[config.mk]
export PLATFORM = sky130hd
export DESIGN_NAME = tmr_pwm_top
export DESIGN_NICKNAME = d
export VERILOG_FILES = /design/src/inc/tmr_pkg.sv /design/src/core/tmr_pwm_top.sv /design/src/core/tmr_hold_reg.sv
export SDC_FILE = /design/constraint.sdc
export NUM_CORES = 1
export LEC_CHECK = 0
export BUFFER_PORTS_ARGS = -buffer_cell sky130_fd_sc_hd__buf_2
export CORE_MARGIN = 4
export CORE_UTILIZATION = 45
export CTS_CLUSTER_DIAMETER = 150
export DETAILED_ROUTE_END_ITERATION = 7
export PLACE_DENSITY = 0.78
export SYNTH_ARGS = -nofsm -noshare
export SYNTH_HDL_FRONTEND = slang
export SYNTH_SLANG_ARGS = --single-unit
export TNS_END_PERCENT = 50
[constraint.sdc]
create_clock -name CLK_SYS -period 4.71 [get_ports CLK_SYS]
set_clock_uncertainty 0.15 [all_clocks]
set_input_delay 0.471 -clock CLK_SYS [delete_from_list [all_inputs] [get_ports CLK_SYS]]
set_output_delay 0.471 -clock CLK_SYS [all_outputs]
set_load 0.05 [all_outputs]
[src/inc/tmr_pkg.sv]
// Constants, register map and field layout for the dual-slope PWM timer.
// Assumes an AXI4-Lite master on CLK_SYS and an oscillator pin sampled on CLK_SYS.
package tmr_pkg;
    // Register byte offsets
    localparam logic [7:0] OFS_CTRL_A = 8'h00;
    localparam logic [7:0] OFS_CTRL_B = 8'h04;
    localparam logic [7:0] OFS_COUNTER = 8'h08;
    localparam logic [7:0] OFS_CMP_A = 8'h0C;
    localparam logic [7:0] OFS_CMP_B = 8'h10;
    localparam logic [7:0] OFS_ASYNC_STATUS = 8'h14;
    localparam logic [7:0] OFS_FLAGS = 8'h18;
    localparam logic [7:0] OFS_IRQ_EN = 8'h1C;
    localparam logic [7:0] OFS_PIN_CTRL = 8'h20;

    // Holding-register slots, one per asynchronously written register
    localparam int NUM_HOLD = 5;
    localparam int HX_CTRL_A = 0;
    localparam int HX_CTRL_B = 1;
    localparam int HX_COUNTER = 2;
    localparam int HX_CMP_A = 3;
    localparam int HX_CMP_B = 4;
    localparam logic [7:0] HOLD_OFS [NUM_HOLD] = '{OFS_CTRL_A, OFS_CTRL_B, OFS_COUNTER,
                                                    OFS_CMP_A, OFS_CMP_B};
    // Writable bits; reserved bits read as zero
    localparam logic [7:0] HOLD_MASK [NUM_HOLD] = '{8'hF3, 8'h0F, 8'hFF, 8'hFF, 8'hFF};

    // Field positions
    localparam int ACT_A_LSB = 6;
    localparam int ACT_B_LSB = 4;
    localparam int WM_HI_BIT = 3;
    localparam int ASYNC_SEL_BIT = 5;
    localparam int FLG_OVF = 0;
    localparam int FLG_CMP_A = 1;
    localparam int FLG_CMP_B = 2;

    // Modes and actions
    localparam logic [2:0] WM_NORMAL = 3'd0;
    localparam logic [2:0] WM_PC_FIXED = 3'd1;
    localparam logic [2:0] WM_PC_CMPA = 3'd5;
    localparam logic [1:0] ACT_OFF = 2'd0;
    localparam logic [1:0] ACT_TOGGLE = 2'd1;
    localparam logic [1:0] ACT_PWM_NONINV = 2'd2;
    localparam logic [1:0] ACT_PWM_INV = 2'd3;
    localparam logic [7:0] CNT_MAX = 8'hFF;
    localparam logic [7:0] CNT_BOTTOM = 8'h00;

    // Timing
    localparam int OSC_EDGES_TO_LATCH = 2;
    localparam int FLAG_SYNC_CYCLES = 3;
    localparam int PC_PERIOD_TICKS = 510;

    // Reset values
    localparam logic [1:0] PIN_OE_N_RST = 2'b11;

    // AXI responses
    localparam logic [1:0] RESP_OKAY = 2'b00;
    localparam logic [1:0] RESP_SLVERR = 2'b10;

    typedef enum logic [1:0] {
        WR_IDLE = 2'b00,
        WR_TAKE = 2'b01,
        WR_RESP = 2'b11
    } wr_state_t;

    // Prescaler mask: tick when all masked bits are one; sel 0 stops the timer
    function automatic logic [9:0] presc_mask(input logic [2:0] sel);
        logic [9:0] m;
        m = 10'h000;
        case (sel)
            3'd1: m = 10'h000;
            3'd2: m = 10'h007;
            3'd3: m = 10'h01F;
            3'd4: m = 10'h03F;
            3'd5: m = 10'h07F;
            3'd6: m = 10'h0FF;
            3'd7: m = 10'h3FF;
            default: m = 10'h000;
        endcase
        return m;
    endfunction
endpackage

[src/core/tmr_pwm_top.sv]
// Eight-bit timer with dual-slope PWM on two compare outputs and holding registers.
// Assumes AXI4-Lite on CLK_SYS; the oscillator pin is sampled as synchronous to CLK_SYS.
//
// Design decisions made here: the placing of the registers and the AXI4-Lite interface to the registers.
`timescale 1ns/10ps
`default_nettype none
// Behaviour
// - Waveform modes 1 and 5 count up to TOP then down to BOTTOM.
// - TOP is 0xFF or compare A, chosen by mode bit two.
// - Non-inverting clears on up-count match, sets on down; inverting opposite.
// - Output action two gives non-inverted PWM, three inverted.
// - Counter holds TOP for one timer tick, then counts down.
// - Overflow flag sets whenever the counter reaches BOTTOM.
// - Period is twice TOP, 510 prescaled ticks at TOP 0xFF; prescale 1,8,32,64,128,256,1024.
// - Compare at BOTTOM gives steady low, at MAX steady high; inverted complements.
// - Output is forced to its symmetric level at BOTTOM without a match.
// - Compare level reaches the pin only when its direction is output.
// - Asynchronous writes go to a holding register, latched after two oscillator edges.
// - Five registers each have their own holding register.
// - Compare matches are suppressed while counter or compare transfer pends.
// - Wake request starts on the next timer tick after the condition.
// - Counter reads in asynchronous mode come from a copy taken each oscillator edge.
// - Asynchronous flags take three system cycles; pins change on timer ticks.
// - Timer runs from the system clock unless asynchronous select is set.
// - Output action zero leaves normal port operation.
module tmr_pwm_top
    import tmr_pkg::*;
(
    // Clock and reset
    input wire logic CLK_SYS,
    input wire logic SYS_RST,
    // AXI4-Lite write
    input wire logic [7:0] S_AXI_AWADDR,
    input wire logic S_AXI_AWVALID,
    output logic S_AXI_AWREADY,
    input wire logic [31:0] S_AXI_WDATA,
    input wire logic [3:0] S_AXI_WSTRB,
    input wire logic S_AXI_WVALID,
    output logic S_AXI_WREADY,
    output logic [1:0] S_AXI_BRESP,
    output logic S_AXI_BVALID,
    input wire logic S_AXI_BREADY,
    // AXI4-Lite read
    input wire logic [7:0] S_AXI_ARADDR,
    input wire logic S_AXI_ARVALID,
    output logic S_AXI_ARREADY,
    output logic [31:0] S_AXI_RDATA,
    output logic [1:0] S_AXI_RRESP,
    output logic S_AXI_RVALID,
    input wire logic S_AXI_RREADY,
    // Oscillator pin
    input wire logic ASYNC_CLOCK_PIN,
    // Compare output pins
    output logic PIN_A_O,
    output logic PIN_A_OE_N,
    output logic PIN_B_O,
    output logic PIN_B_OE_N,
    // Wake request
    output logic WAKE_REQ
);
    typedef struct packed {
        wr_state_t wr_st;
        logic aw_ready;
        logic w_ready;
        logic b_valid;
        logic [1:0] b_resp;
        logic ar_ready;
        logic r_valid;
        logic [31:0] r_data;
        logic [1:0] r_resp;
        logic async_sel;
        logic [1:0] pin_dir;
        logic [1:0] port_data;
        logic [2:0] irq_en;
        logic [2:0] flags;
        logic [8:0] evt_pipe;
        logic osc_prev;
        logic [9:0] presc;
        logic [7:0] cnt;
        logic down;
        logic [1:0] cmp_out;
        logic [7:0] cnt_copy;
        logic [1:0] pin_o;
        logic [1:0] pin_oe_n;
        logic wake;
    } state_t;

    state_t s_r;
    state_t s_nxt;

    logic [NUM_HOLD-1:0] hold_wr;
    logic [NUM_HOLD-1:0] hold_busy;
    logic [NUM_HOLD-1:0] hold_load;
    logic [7:0] hold_dest [NUM_HOLD];
    logic wr_fire;
    logic osc_edge;
    logic tick;
    logic [2:0] mode;
    logic pc_mode;
    logic [7:0] top;
    logic [7:0] cmp [2];
    logic [1:0] act [2];
    logic [1:0] match;
    logic [2:0] evt;

    assign wr_fire = (s_r.wr_st == WR_TAKE) && S_AXI_WSTRB[0];
    assign osc_edge = ASYNC_CLOCK_PIN && !s_r.osc_prev;
    assign mode = {hold_dest[HX_CTRL_B][WM_HI_BIT], hold_dest[HX_CTRL_A][1:0]};
    assign pc_mode = (mode == WM_PC_FIXED) || (mode == WM_PC_CMPA);
    assign top = mode[2] ? hold_dest[HX_CMP_A] : CNT_MAX;
    assign cmp[0] = hold_dest[HX_CMP_A];
    assign cmp[1] = hold_dest[HX_CMP_B];
    assign act[0] = hold_dest[HX_CTRL_A][ACT_A_LSB +: 2];
    assign act[1] = hold_dest[HX_CTRL_A][ACT_B_LSB +: 2];

    // Slow rate is a one-cycle enable from the prescaler
    always_comb begin
        logic src;
        logic [9:0] m;
        src = s_r.async_sel ? osc_edge : 1'b1;
        m = presc_mask(hold_dest[HX_CTRL_B][2:0]);
        tick = src && (hold_dest[HX_CTRL_B][2:0] != 3'd0)
               && ((s_r.presc & m) == m);
    end

    genvar gi;
    generate
        for (gi = 0; gi < NUM_HOLD; gi++) begin : g_hold
            assign hold_wr[gi] = wr_fire && (S_AXI_AWADDR == HOLD_OFS[gi]);
            tmr_hold_reg u_hold (
                .clk(CLK_SYS),
                .rst(SYS_RST),
                .wr_en(hold_wr[gi]),
                .wr_data(S_AXI_WDATA[7:0] & HOLD_MASK[gi]),
                .async_mode(s_r.async_sel),
                .osc_edge(osc_edge),
                .busy(hold_busy[gi]),
                .load(hold_load[gi]),
                .dest(hold_dest[gi])
            );
        end
        for (gi = 0; gi < 2; gi++) begin : g_match
            // Matches are unreliable while a new value is in flight
            assign match[gi] = tick && (s_r.cnt == cmp[gi]) && !hold_busy[HX_COUNTER]
                               && !hold_busy[HX_CMP_A + gi];
        end
    endgenerate

    always_comb begin
        logic [7:0] rd;
        logic rd_ok;
        logic [2:0] flg_set;
        logic [2:0] flg_clr;
        rd = 8'h00;
        rd_ok = 1'b1;
        flg_set = 3'b000;
        flg_clr = 3'b000;
        s_nxt = s_r;
        s_nxt.osc_prev = ASYNC_CLOCK_PIN;
        evt = {match, 1'b0};

        // Write channel: both address and data before the response
        s_nxt.aw_ready = 1'b0;
        s_nxt.w_ready = 1'b0;
        case (s_r.wr_st)
            WR_IDLE: begin
                if (S_AXI_AWVALID && S_AXI_WVALID) begin
                    s_nxt.aw_ready = 1'b1;
                    s_nxt.w_ready = 1'b1;
                    s_nxt.wr_st = WR_TAKE;
                end
            end
            WR_TAKE: begin
                s_nxt.b_valid = 1'b1;
                s_nxt.b_resp = RESP_OKAY;
                if (S_AXI_AWADDR > OFS_PIN_CTRL || S_AXI_AWADDR[1:0] != 2'b00) begin
                    s_nxt.b_resp = RESP_SLVERR;
                end
                if (wr_fire) begin
                    case (S_AXI_AWADDR)
                        OFS_ASYNC_STATUS: s_nxt.async_sel = S_AXI_WDATA[ASYNC_SEL_BIT];
                        OFS_FLAGS: flg_clr = S_AXI_WDATA[2:0];
                        OFS_IRQ_EN: s_nxt.irq_en = S_AXI_WDATA[2:0];
                        OFS_PIN_CTRL: begin
                            s_nxt.pin_dir = S_AXI_WDATA[1:0];
                            s_nxt.port_data = S_AXI_WDATA[3:2];
                        end
                        default: ;
                    endcase
                end
                s_nxt.wr_st = WR_RESP;
            end
            WR_RESP: begin
                if (S_AXI_BREADY) begin
                    s_nxt.b_valid = 1'b0;
                    s_nxt.wr_st = WR_IDLE;
                end
            end
            default: s_nxt.wr_st = WR_IDLE;
        endcase

        // Read channel
        rd_ok = 1'b1;
        case (S_AXI_ARADDR)
            OFS_CTRL_A: rd = hold_dest[HX_CTRL_A];
            OFS_CTRL_B: rd = hold_dest[HX_CTRL_B];
            OFS_COUNTER: rd = s_r.async_sel ? s_r.cnt_copy : s_r.cnt;
            OFS_CMP_A: rd = hold_dest[HX_CMP_A];
            OFS_CMP_B: rd = hold_dest[HX_CMP_B];
            OFS_ASYNC_STATUS: rd = {2'b00, s_r.async_sel, hold_busy};
            OFS_FLAGS: rd = {5'd0, s_r.flags};
            OFS_IRQ_EN: rd = {5'd0, s_r.irq_en};
            OFS_PIN_CTRL: rd = {4'd0, s_r.port_data, s_r.pin_dir};
            default: begin
                rd = 8'h00;
                rd_ok = 1'b0;
            end
        endcase
        s_nxt.ar_ready = 1'b0;
        if (s_r.ar_ready) begin
            s_nxt.r_valid = 1'b1;
            s_nxt.r_data = {24'h00_0000, rd};
            s_nxt.r_resp = rd_ok ? RESP_OKAY : RESP_SLVERR;
        end else if (s_r.r_valid) begin
            if (S_AXI_RREADY) begin
                s_nxt.r_valid = 1'b0;
            end
        end else if (S_AXI_ARVALID) begin
            s_nxt.ar_ready = 1'b1;
        end

        // Prescaler and counter
        if (s_r.async_sel ? osc_edge : 1'b1) begin
            s_nxt.presc = s_r.presc + 10'd1;
        end
        if (tick) begin
            if (pc_mode) begin
                if (!s_r.down) begin
                    if (s_r.cnt == top) begin
                        s_nxt.cnt = top - 8'd1;
                        s_nxt.down = 1'b1;
                    end else begin
                        s_nxt.cnt = s_r.cnt + 8'd1;
                    end
                end else if (s_r.cnt == CNT_BOTTOM) begin
                    s_nxt.cnt = s_r.cnt + 8'd1;
                    s_nxt.down = 1'b0;
                end else begin
                    s_nxt.cnt = s_r.cnt - 8'd1;
                end
            end else begin
                s_nxt.cnt = s_r.cnt + 8'd1;
                s_nxt.down = 1'b0;
            end
            evt[FLG_OVF] = (s_nxt.cnt == CNT_BOTTOM) && (s_r.cnt != CNT_BOTTOM);
        end
        if (hold_load[HX_COUNTER]) begin
            s_nxt.cnt = hold_dest[HX_COUNTER];
        end
        if (osc_edge) begin
            s_nxt.cnt_copy = s_r.cnt;
        end

        // Compare outputs change only on timer ticks
        for (int i = 0; i < 2; i++) begin
            if (tick && pc_mode && act[i][1]) begin
                if (s_r.cnt == CNT_BOTTOM) begin
                    // Symmetric level at BOTTOM, also covers a missed up-count match
                    s_nxt.cmp_out[i] = (cmp[i] != CNT_BOTTOM) ^ act[i][0];
                end else if (match[i]) begin
                    // Match at TOP acts as down-count match: MAX stays high
                    s_nxt.cmp_out[i] = (!s_r.down && s_r.cnt != top)
                                       ? act[i][0] : !act[i][0];
                end
            end else if (match[i] && !pc_mode) begin
                case (act[i])
                    ACT_TOGGLE: s_nxt.cmp_out[i] = !s_r.cmp_out[i];
                    ACT_PWM_NONINV: s_nxt.cmp_out[i] = 1'b0;
                    ACT_PWM_INV: s_nxt.cmp_out[i] = 1'b1;
                    default: ;
                endcase
            end
            s_nxt.pin_o[i] = (act[i] == ACT_OFF) ? s_r.port_data[i] : s_r.cmp_out[i];
            s_nxt.pin_oe_n[i] = !s_r.pin_dir[i];
        end

        // Flags; asynchronous events cross a three-cycle pipeline, set beats clear
        s_nxt.evt_pipe = {s_r.evt_pipe[5:0], evt};
        flg_set = s_r.async_sel ? s_r.evt_pipe[8:6] : evt;
        s_nxt.flags = (s_r.flags & ~flg_clr) | flg_set;

        // Wake request raised on the timer tick after the condition
        if ((s_r.flags & s_r.irq_en) == 3'b000) begin
            s_nxt.wake = 1'b0;
        end else if (tick) begin
            s_nxt.wake = 1'b1;
        end
    end

    always_ff @(posedge CLK_SYS or posedge SYS_RST) begin
        if (SYS_RST) begin
            s_r <= '0;
            s_r.pin_oe_n <= PIN_OE_N_RST;
        end else begin
            s_r <= s_nxt;
        end
    end

    assign S_AXI_AWREADY = s_r.aw_ready;
    assign S_AXI_WREADY = s_r.w_ready;
    assign S_AXI_BVALID = s_r.b_valid;
    assign S_AXI_BRESP = s_r.b_resp;
    assign S_AXI_ARREADY = s_r.ar_ready;
    assign S_AXI_RVALID = s_r.r_valid;
    assign S_AXI_RDATA = s_r.r_data;
    assign S_AXI_RRESP = s_r.r_resp;
    assign PIN_A_O = s_r.pin_o[0];
    assign PIN_B_O = s_r.pin_o[1];
    assign PIN_A_OE_N = s_r.pin_oe_n[0];
    assign PIN_B_OE_N = s_r.pin_oe_n[1];
    assign WAKE_REQ = s_r.wake;

    AST_PC_TOP_REVERSE: assert property (
        @(posedge CLK_SYS) disable iff (SYS_RST)
        (tick && pc_mode && !s_r.down && s_r.cnt == top && !hold_load[HX_COUNTER])
            |=> (s_r.down && s_r.cnt == $past(top) - 8'd1))
        else $error("counter did not turn down after TOP");

    AST_PC_BOTTOM_REVERSE: assert property (
        @(posedge CLK_SYS) disable iff (SYS_RST)
        (tick && pc_mode && s_r.down && s_r.cnt == CNT_BOTTOM && !hold_load[HX_COUNTER])
            |=> (!s_r.down && s_r.cnt == 8'd1))
        else $error("counter did not turn up after BOTTOM");

    AST_TOP_FROM_CMP_A: assert property (
        @(posedge CLK_SYS) disable iff (SYS_RST)
        (mode == WM_PC_CMPA) |-> (top == hold_dest[HX_CMP_A]))
        else $error("TOP not taken from compare A");

    AST_OVF_SYNC_MODE: assert property (
        @(posedge CLK_SYS) disable iff (SYS_RST)
        (evt[FLG_OVF] && !s_r.async_sel) |=> s_r.flags[FLG_OVF])
        else $error("overflow flag missed at BOTTOM");

    AST_FLAG_SYNC_DELAY: assert property (
        @(posedge CLK_SYS) disable iff (SYS_RST)
        (evt[FLG_OVF] && s_r.async_sel) ##1 s_r.async_sel [*3] |=> s_r.flags[FLG_OVF])
        else $error("asynchronous overflow flag not set after three cycles");

    AST_MATCH_SUPPRESSED: assert property (
        @(posedge CLK_SYS) disable iff (SYS_RST)
        (hold_busy[HX_COUNTER] || hold_busy[HX_CMP_A]) |-> !match[0])
        else $error("compare match during pending transfer");

    AST_PIN_RELEASED: assert property (
        @(posedge CLK_SYS) disable iff (SYS_RST)
        !s_r.pin_dir[0] |=> PIN_A_OE_N)
        else $error("pin driven while direction is input");

    AST_PORT_DATA_ON_OFF: assert property (
        @(posedge CLK_SYS) disable iff (SYS_RST)
        (act[0] == ACT_OFF) |=> (PIN_A_O == $past(s_r.port_data[0])))
        else $error("compare output reached pin while disconnected");

    AST_COPY_HELD: assert property (
        @(posedge CLK_SYS) disable iff (SYS_RST)
        !osc_edge |=> $stable(s_r.cnt_copy))
        else $error("counter copy changed without oscillator edge");
endmodule
`default_nettype wire

[src/core/tmr_hold_reg.sv]
// One holding register with its transfer into the timer domain.
// Assumes osc_edge is a one-cycle pulse per rising edge of the oscillator pin.
`timescale 1ns/10ps
`default_nettype none
module tmr_hold_reg
    import tmr_pkg::*;
(
    // Clock and reset
    input wire logic clk,
    input wire logic rst,
    // Software write
    input wire logic wr_en,
    input wire logic [7:0] wr_data,
    // Timer source
    input wire logic async_mode,
    input wire logic osc_edge,
    // Destination
    output logic busy,
    output logic load,
    output logic [7:0] dest
);
    typedef struct packed {
        logic [7:0] hold;
        logic [7:0] dest;
        logic [1:0] edges;
        logic busy;
        logic load;
    } hold_t;

    hold_t s_r;
    hold_t s_nxt;

    always_comb begin
        s_nxt = s_r;
        s_nxt.load = 1'b0;
        if (wr_en) begin
            s_nxt.hold = wr_data;
            s_nxt.edges = 2'd0;
            if (async_mode) begin
                s_nxt.busy = 1'b1;
            end else begin
                s_nxt.dest = wr_data;
                s_nxt.load = 1'b1;
                s_nxt.busy = 1'b0;
            end
        end else if (s_r.busy && osc_edge) begin
            s_nxt.edges = s_r.edges + 2'd1;
            if (s_r.edges == 2'(OSC_EDGES_TO_LATCH - 1)) begin
                s_nxt.dest = s_r.hold;
                s_nxt.load = 1'b1;
                s_nxt.busy = 1'b0;
            end
        end
    end

    always_ff @(posedge clk or posedge rst) begin
        if (rst) begin
            s_r <= '0;
        end else begin
            s_r <= s_nxt;
        end
    end

    assign busy = s_r.busy;
    assign load = s_r.load;
    assign dest = s_r.dest;

    AST_LATCH_ON_SECOND_EDGE: assert property (
        @(posedge clk) disable iff (rst)
        (s_r.busy && osc_edge && s_r.edges == 2'd1 && !wr_en)
            |=> (!s_r.busy && s_r.load && s_r.dest == $past(s_r.hold)))
        else $error("held value not latched on second oscillator edge");

    AST_BUSY_ON_ASYNC_WRITE: assert property (
        @(posedge clk) disable iff (rst)
        (wr_en && async_mode) |=> (s_r.busy && !s_r.load) [*1] ##1 1)
        else $error("busy flag not raised by asynchronous write");
endmodule
`default_nettype wire

# Yosys cells after proc, flatten, opt, wreduce, memory -nomap -nowiden
# Cells that the tools add are included.
# word_totals
elab_cells,279
regBits,164
input_bits,60
# op_classes
bitwise,7
n_addsub,9
mux,75
n_eq_ne,51
reduce_logical,90
order_cmp,1
# ops
cell,count
12-bit two-way mux,10
8-bit two-way mux,13
8-bit case mux with 9 select lines,1
"8-bit by 5-bit equality test with 1-bit output, second input constant",8
10-bit case mux with 6 select lines,1
9-bit two-way mux,4
"8-bit by 4-bit equality test with 1-bit output, second input constant",4
8-bit logical NOT,4
2-bit nonzero test,16
3-bit AND reduction,10
1-bit logical AND,28
1-bit two-way mux,28
8-bit equality test,3
8-bit nonzero test,3
2-bit two-way mux,9
"2-bit by 1-bit equality test with 1-bit output, second input constant",8
"8-bit by 3-bit equality test with 1-bit output, second input constant",2
"8-bit by 6-bit equality test with 1-bit output, second input constant",2
"8-bit by 1-bit subtractor with 8-bit output, second input constant",2
"3-bit equality test, second input constant",5
"2-bit != test, second input constant",7
2-bit AND reduction,7
1-bit logical NOT,12
3-bit two-way mux,4
25 further kinds,42

# Logic depth before layout (Yosys ltp)
# depth
ltp_word,11
mapped_depth,12
ltp_nobuf,10

# Modules after synthesis
# A second synthesis with hierarchy kept.
# hier_totals
hier_cells,888
area_unflattened_um2,9604.2
# by_module_without_submodules
module,area_each_um2,cells_per_inst,instances
tmr_pwm_top,4812.1,543,1
tmr_hold_reg,958.4,69,5

# Worst setup path after synthesis
# Ideal clock, no wire load.
# synth_timing
kind,reg2reg
start,register s_r[17] in the netlist's numbering
end,register s_r[44] in the netlist's numbering
required_time_ns,4.468
slack_ns,1.768
setup_time_ns,0.092
arrival_time_ns,2.700
synth_period_minus_slack_ns,2.942
n_path_buf,2
path_stages_with_launch,13
path_cell_list,dfrtp_1 -> clkbuf_1 -> inv_1 -> ha_1 -> or4b_4 -> or4_4 -> buf_6 -> nand2_8 -> o31a_4 -> a221oi_2 -> o21ba_4 -> nand4b_2 -> o31ai_2
# synth_rtl
element,line,rtl
"start, declared",tmr_pwm_top.sv:88,state_t s_r;
"start signal, assigned",tmr_pwm_top.sv:305,s_r <= s_nxt;

==> results.cfg <==
[outcome]
outcome = complete, no violations

[route]
drc = 0
first_pass_iters = 5
post_drt_via_cell_ratio = 5.71
vias = 6180
ant_nets = 0
wl_per_cell_microns = 18.1
drtIter0Drc = 691
routed_wl_mm = 19.5

[sta]
min_period_over_period_pct = 69.6
worstMarginPinSlew_ps = 1120
fmax_mhz = 305
hold_viol = 0
slew_headroom_pct = 23.2
finalSetupTns_ps = 0
setup_viol = 0
period_needed_ps = 3280
whs_ps = 58.5
setup_ws_ps = 1430
rsz0062_at_grt = no
slew_violations = 0

[final_layout]
area.growth.synth_to_final_pct = 9.66
diodes = 0
final.fill_count = 1557
drive_gt1_share_pct = 18.9
fin_util_pct = 51.0
nNetsFinal = 913

[clock_tree]
hold_buffers = 0
postCtsSetupRepairBufs = 0
clock-root-buffer = clkbuf_16
ctsResizeCount = 0
cts_tree = yes
h-tree-depth = 4
clk_path_buf_depth = 2
clock_latency_ps = 440
numCtsBuffers = 17
cts_sinks = 155
clk_pin_slew_ps = 60

[global_route]
antenna_found_initial = 0
grt_overflow = 0
grt_pass1_wl_mm = 31.2
grt_pass1_vias = 5845
grt_usage_pct = 19.6
grt.busiest_layer = met2
grt_use_met2_pct = 29.0
use_met3_pct = 4.81
grt_start_max_net_pins = 156
met1_usage_pct = 28.0

[power]
ir_worst_vdd_v = 0.000411
cellLeakagePower_uw = 0.00404
p_per_area_nw_per_um2 = 399

[worst_setup_path]
critPathCaptureType = flop
crit_path_max_incr_delay_ps = 560
crit_required_ps = 4900
cp_slowest_cell = dfrtp_1
crit_family = simple AND/OR/NAND/NOR gates
arrival_ps = 3470
startpoint_type = flop
path_buf_inv = 1
crit_type = reg2reg
cp_cell_sequence = inv_1 -> ha_1 -> or4b_4 -> or4_4 -> nand2_8 -> o31a_4 -> a221oi_2 -> o21ba_4 -> nand4b_2 -> o31ai_2
worst-path-max-fanout = 12

[yosys]
synth.most_common_cell = dfrtp_1
synth_edf_count = 0
synth_common_cells = 153 x dfrtp_1, 128 x nand2_1, 72 x nor2_1, 51 x mux2_2, 39 x buf_4
syn-cell-area_sq_um = 8130
yosys_warnings = 0
syn_inst = 821
ys_seq_area_share_pct = 47.7
synth_top_area_share_pct = 47.1
synth-async-reset-ratio_pct = 100
synth_area_leaders = dfrtp_1 47%, mux2_2 7.1%, nand2_1 5.9%
postSynthAreaPerCell_sq_um = 9.90
ys_ff_latch = 155
synth_top_flop_cell = dfrtp_1
yosys.area.top_type = dfrtp_1
synth_cell_types = 79

[placement]
pre_cts_ws_ps = 1400
gp_congestion = 0.947
portBuffers = 52
dp_hpwl_mm = 13.7

[die]
core.rowCount = 48
die_h_microns = 142
ioPinCount = 106
initial_core_util_pct = 46.5
die_w_microns = 142
core-area_sq_um = 17500
die_area_sq_um = 20300

[run]
maxCapViolCount = 0

[hold_path]
min_path_type = in2reg
-- cell type report --
type | count | area (sq um) | share of cell area, %
sequential | 155 | 3880 | 43.5
multi-input combinational | 593 | 3810 | 42.7
clock buffer | 20 | 437 | 4.90
timing repair buffer | 59 | 325 | 3.65
tap | 225 | 282 | 3.16
clock inverter | 12 | 113 | 1.26
inverter | 18 | 71.3 | 0.800
-- flip-flops by register name, summed over array words and instances (netlist names), 5 cells and up --
signal,count
s_r,46
g_hold.u_hold.s_r,44
g_hold.u_hold.dest,34
S_AXI_RDATA,8
s_nxt,6
g_hold.u_hold.busy,5
-- cell families after synthesis --
family / share of synthesized area, %
DFF: 47.7
other: 0.0461
and+or+nand+nor: 18.3
AOI/OAI and AO/OA: 12.5
buffers and inverters: 6.59
muxes: 8.66
xor gates and xnor gates: 4.85
adders and majority gates: 1.38
-- per-stage QoR --
step                total power, uW  area (sq um)  std cells
floorplan                      2170          8230        846
global placement               2260          8370       1050
detailed placement             2280          8370       1050
CTS                            3570          8920       1082
global route                   3700          8920       1082
finish                         3550          8920       1082
-- worst paths after layout --
| kind | cells after the start | slack, ps | endpoint | startpoint |
|---|---|---|---|---|
| max in group asynchronous | 3 | 3700 | g_hold[4].u_hold.s_r[16] | SYS_RST |
| min in group asynchronous | 3 | 110 | g_hold[1].u_hold.s_r[12] | SYS_RST |
| worst max register to register | 10 | 1430 | s_r[44] | s_r[17] |
| worst min register to register | 0 | 200 | s_r[43] | s_nxt[43] |
| worst min-delay path | 1 | 60 | s_r[34] | ASYNC_CLOCK_PIN |
| worst max-delay path | 10 | 1430 | s_r[44] | s_r[17] |
-- where the power goes --
part           total, uW  switching (uW)  internal [uW]
logic                683             453            230
registers           1580             130           1450
clock network       1290             558            731
-- placed cells by master (no fill, tap or decap), types with 6 or more instances in the layout --
| cell | count |
|---|---|
| buf_4 | 6 |
| a21oi_1 | 32 |
| nand4_1 | 8 |
| xor2_1 | 25 |
| nand2b_1 | 8 |
| a41oi_1 | 6 |
| a31oi_1 | 8 |
| and3_1 | 7 |
| nor2b_1 | 8 |
| mux2i_1 | 13 |
| nand2_1 | 128 |
| conb_1 | 26 |
| nand3_1 | 19 |
| buf_2 | 52 |
| inv_1 | 17 |
| clkbuf_16 | 17 |
| nor3_1 | 14 |
| a22oi_1 | 12 |
| nor4_1 | 9 |
| ha_1 | 9 |
| mux2_2 | 51 |
| xnor2_1 | 20 |
| dfrtp_1 | 153 |
| nor2_1 | 72 |
| o21ai_0 | 31 |
-- layer usage --
layer  share of wire [%]  vias to the layer above
met2                  45                      237
met1                  45                     3025
li1                    -                     2884
met5                   0                        -
met4                 2.3                        0
met3                 8.0                       34
No activity file was read; power rests on OpenSTA's default activity.
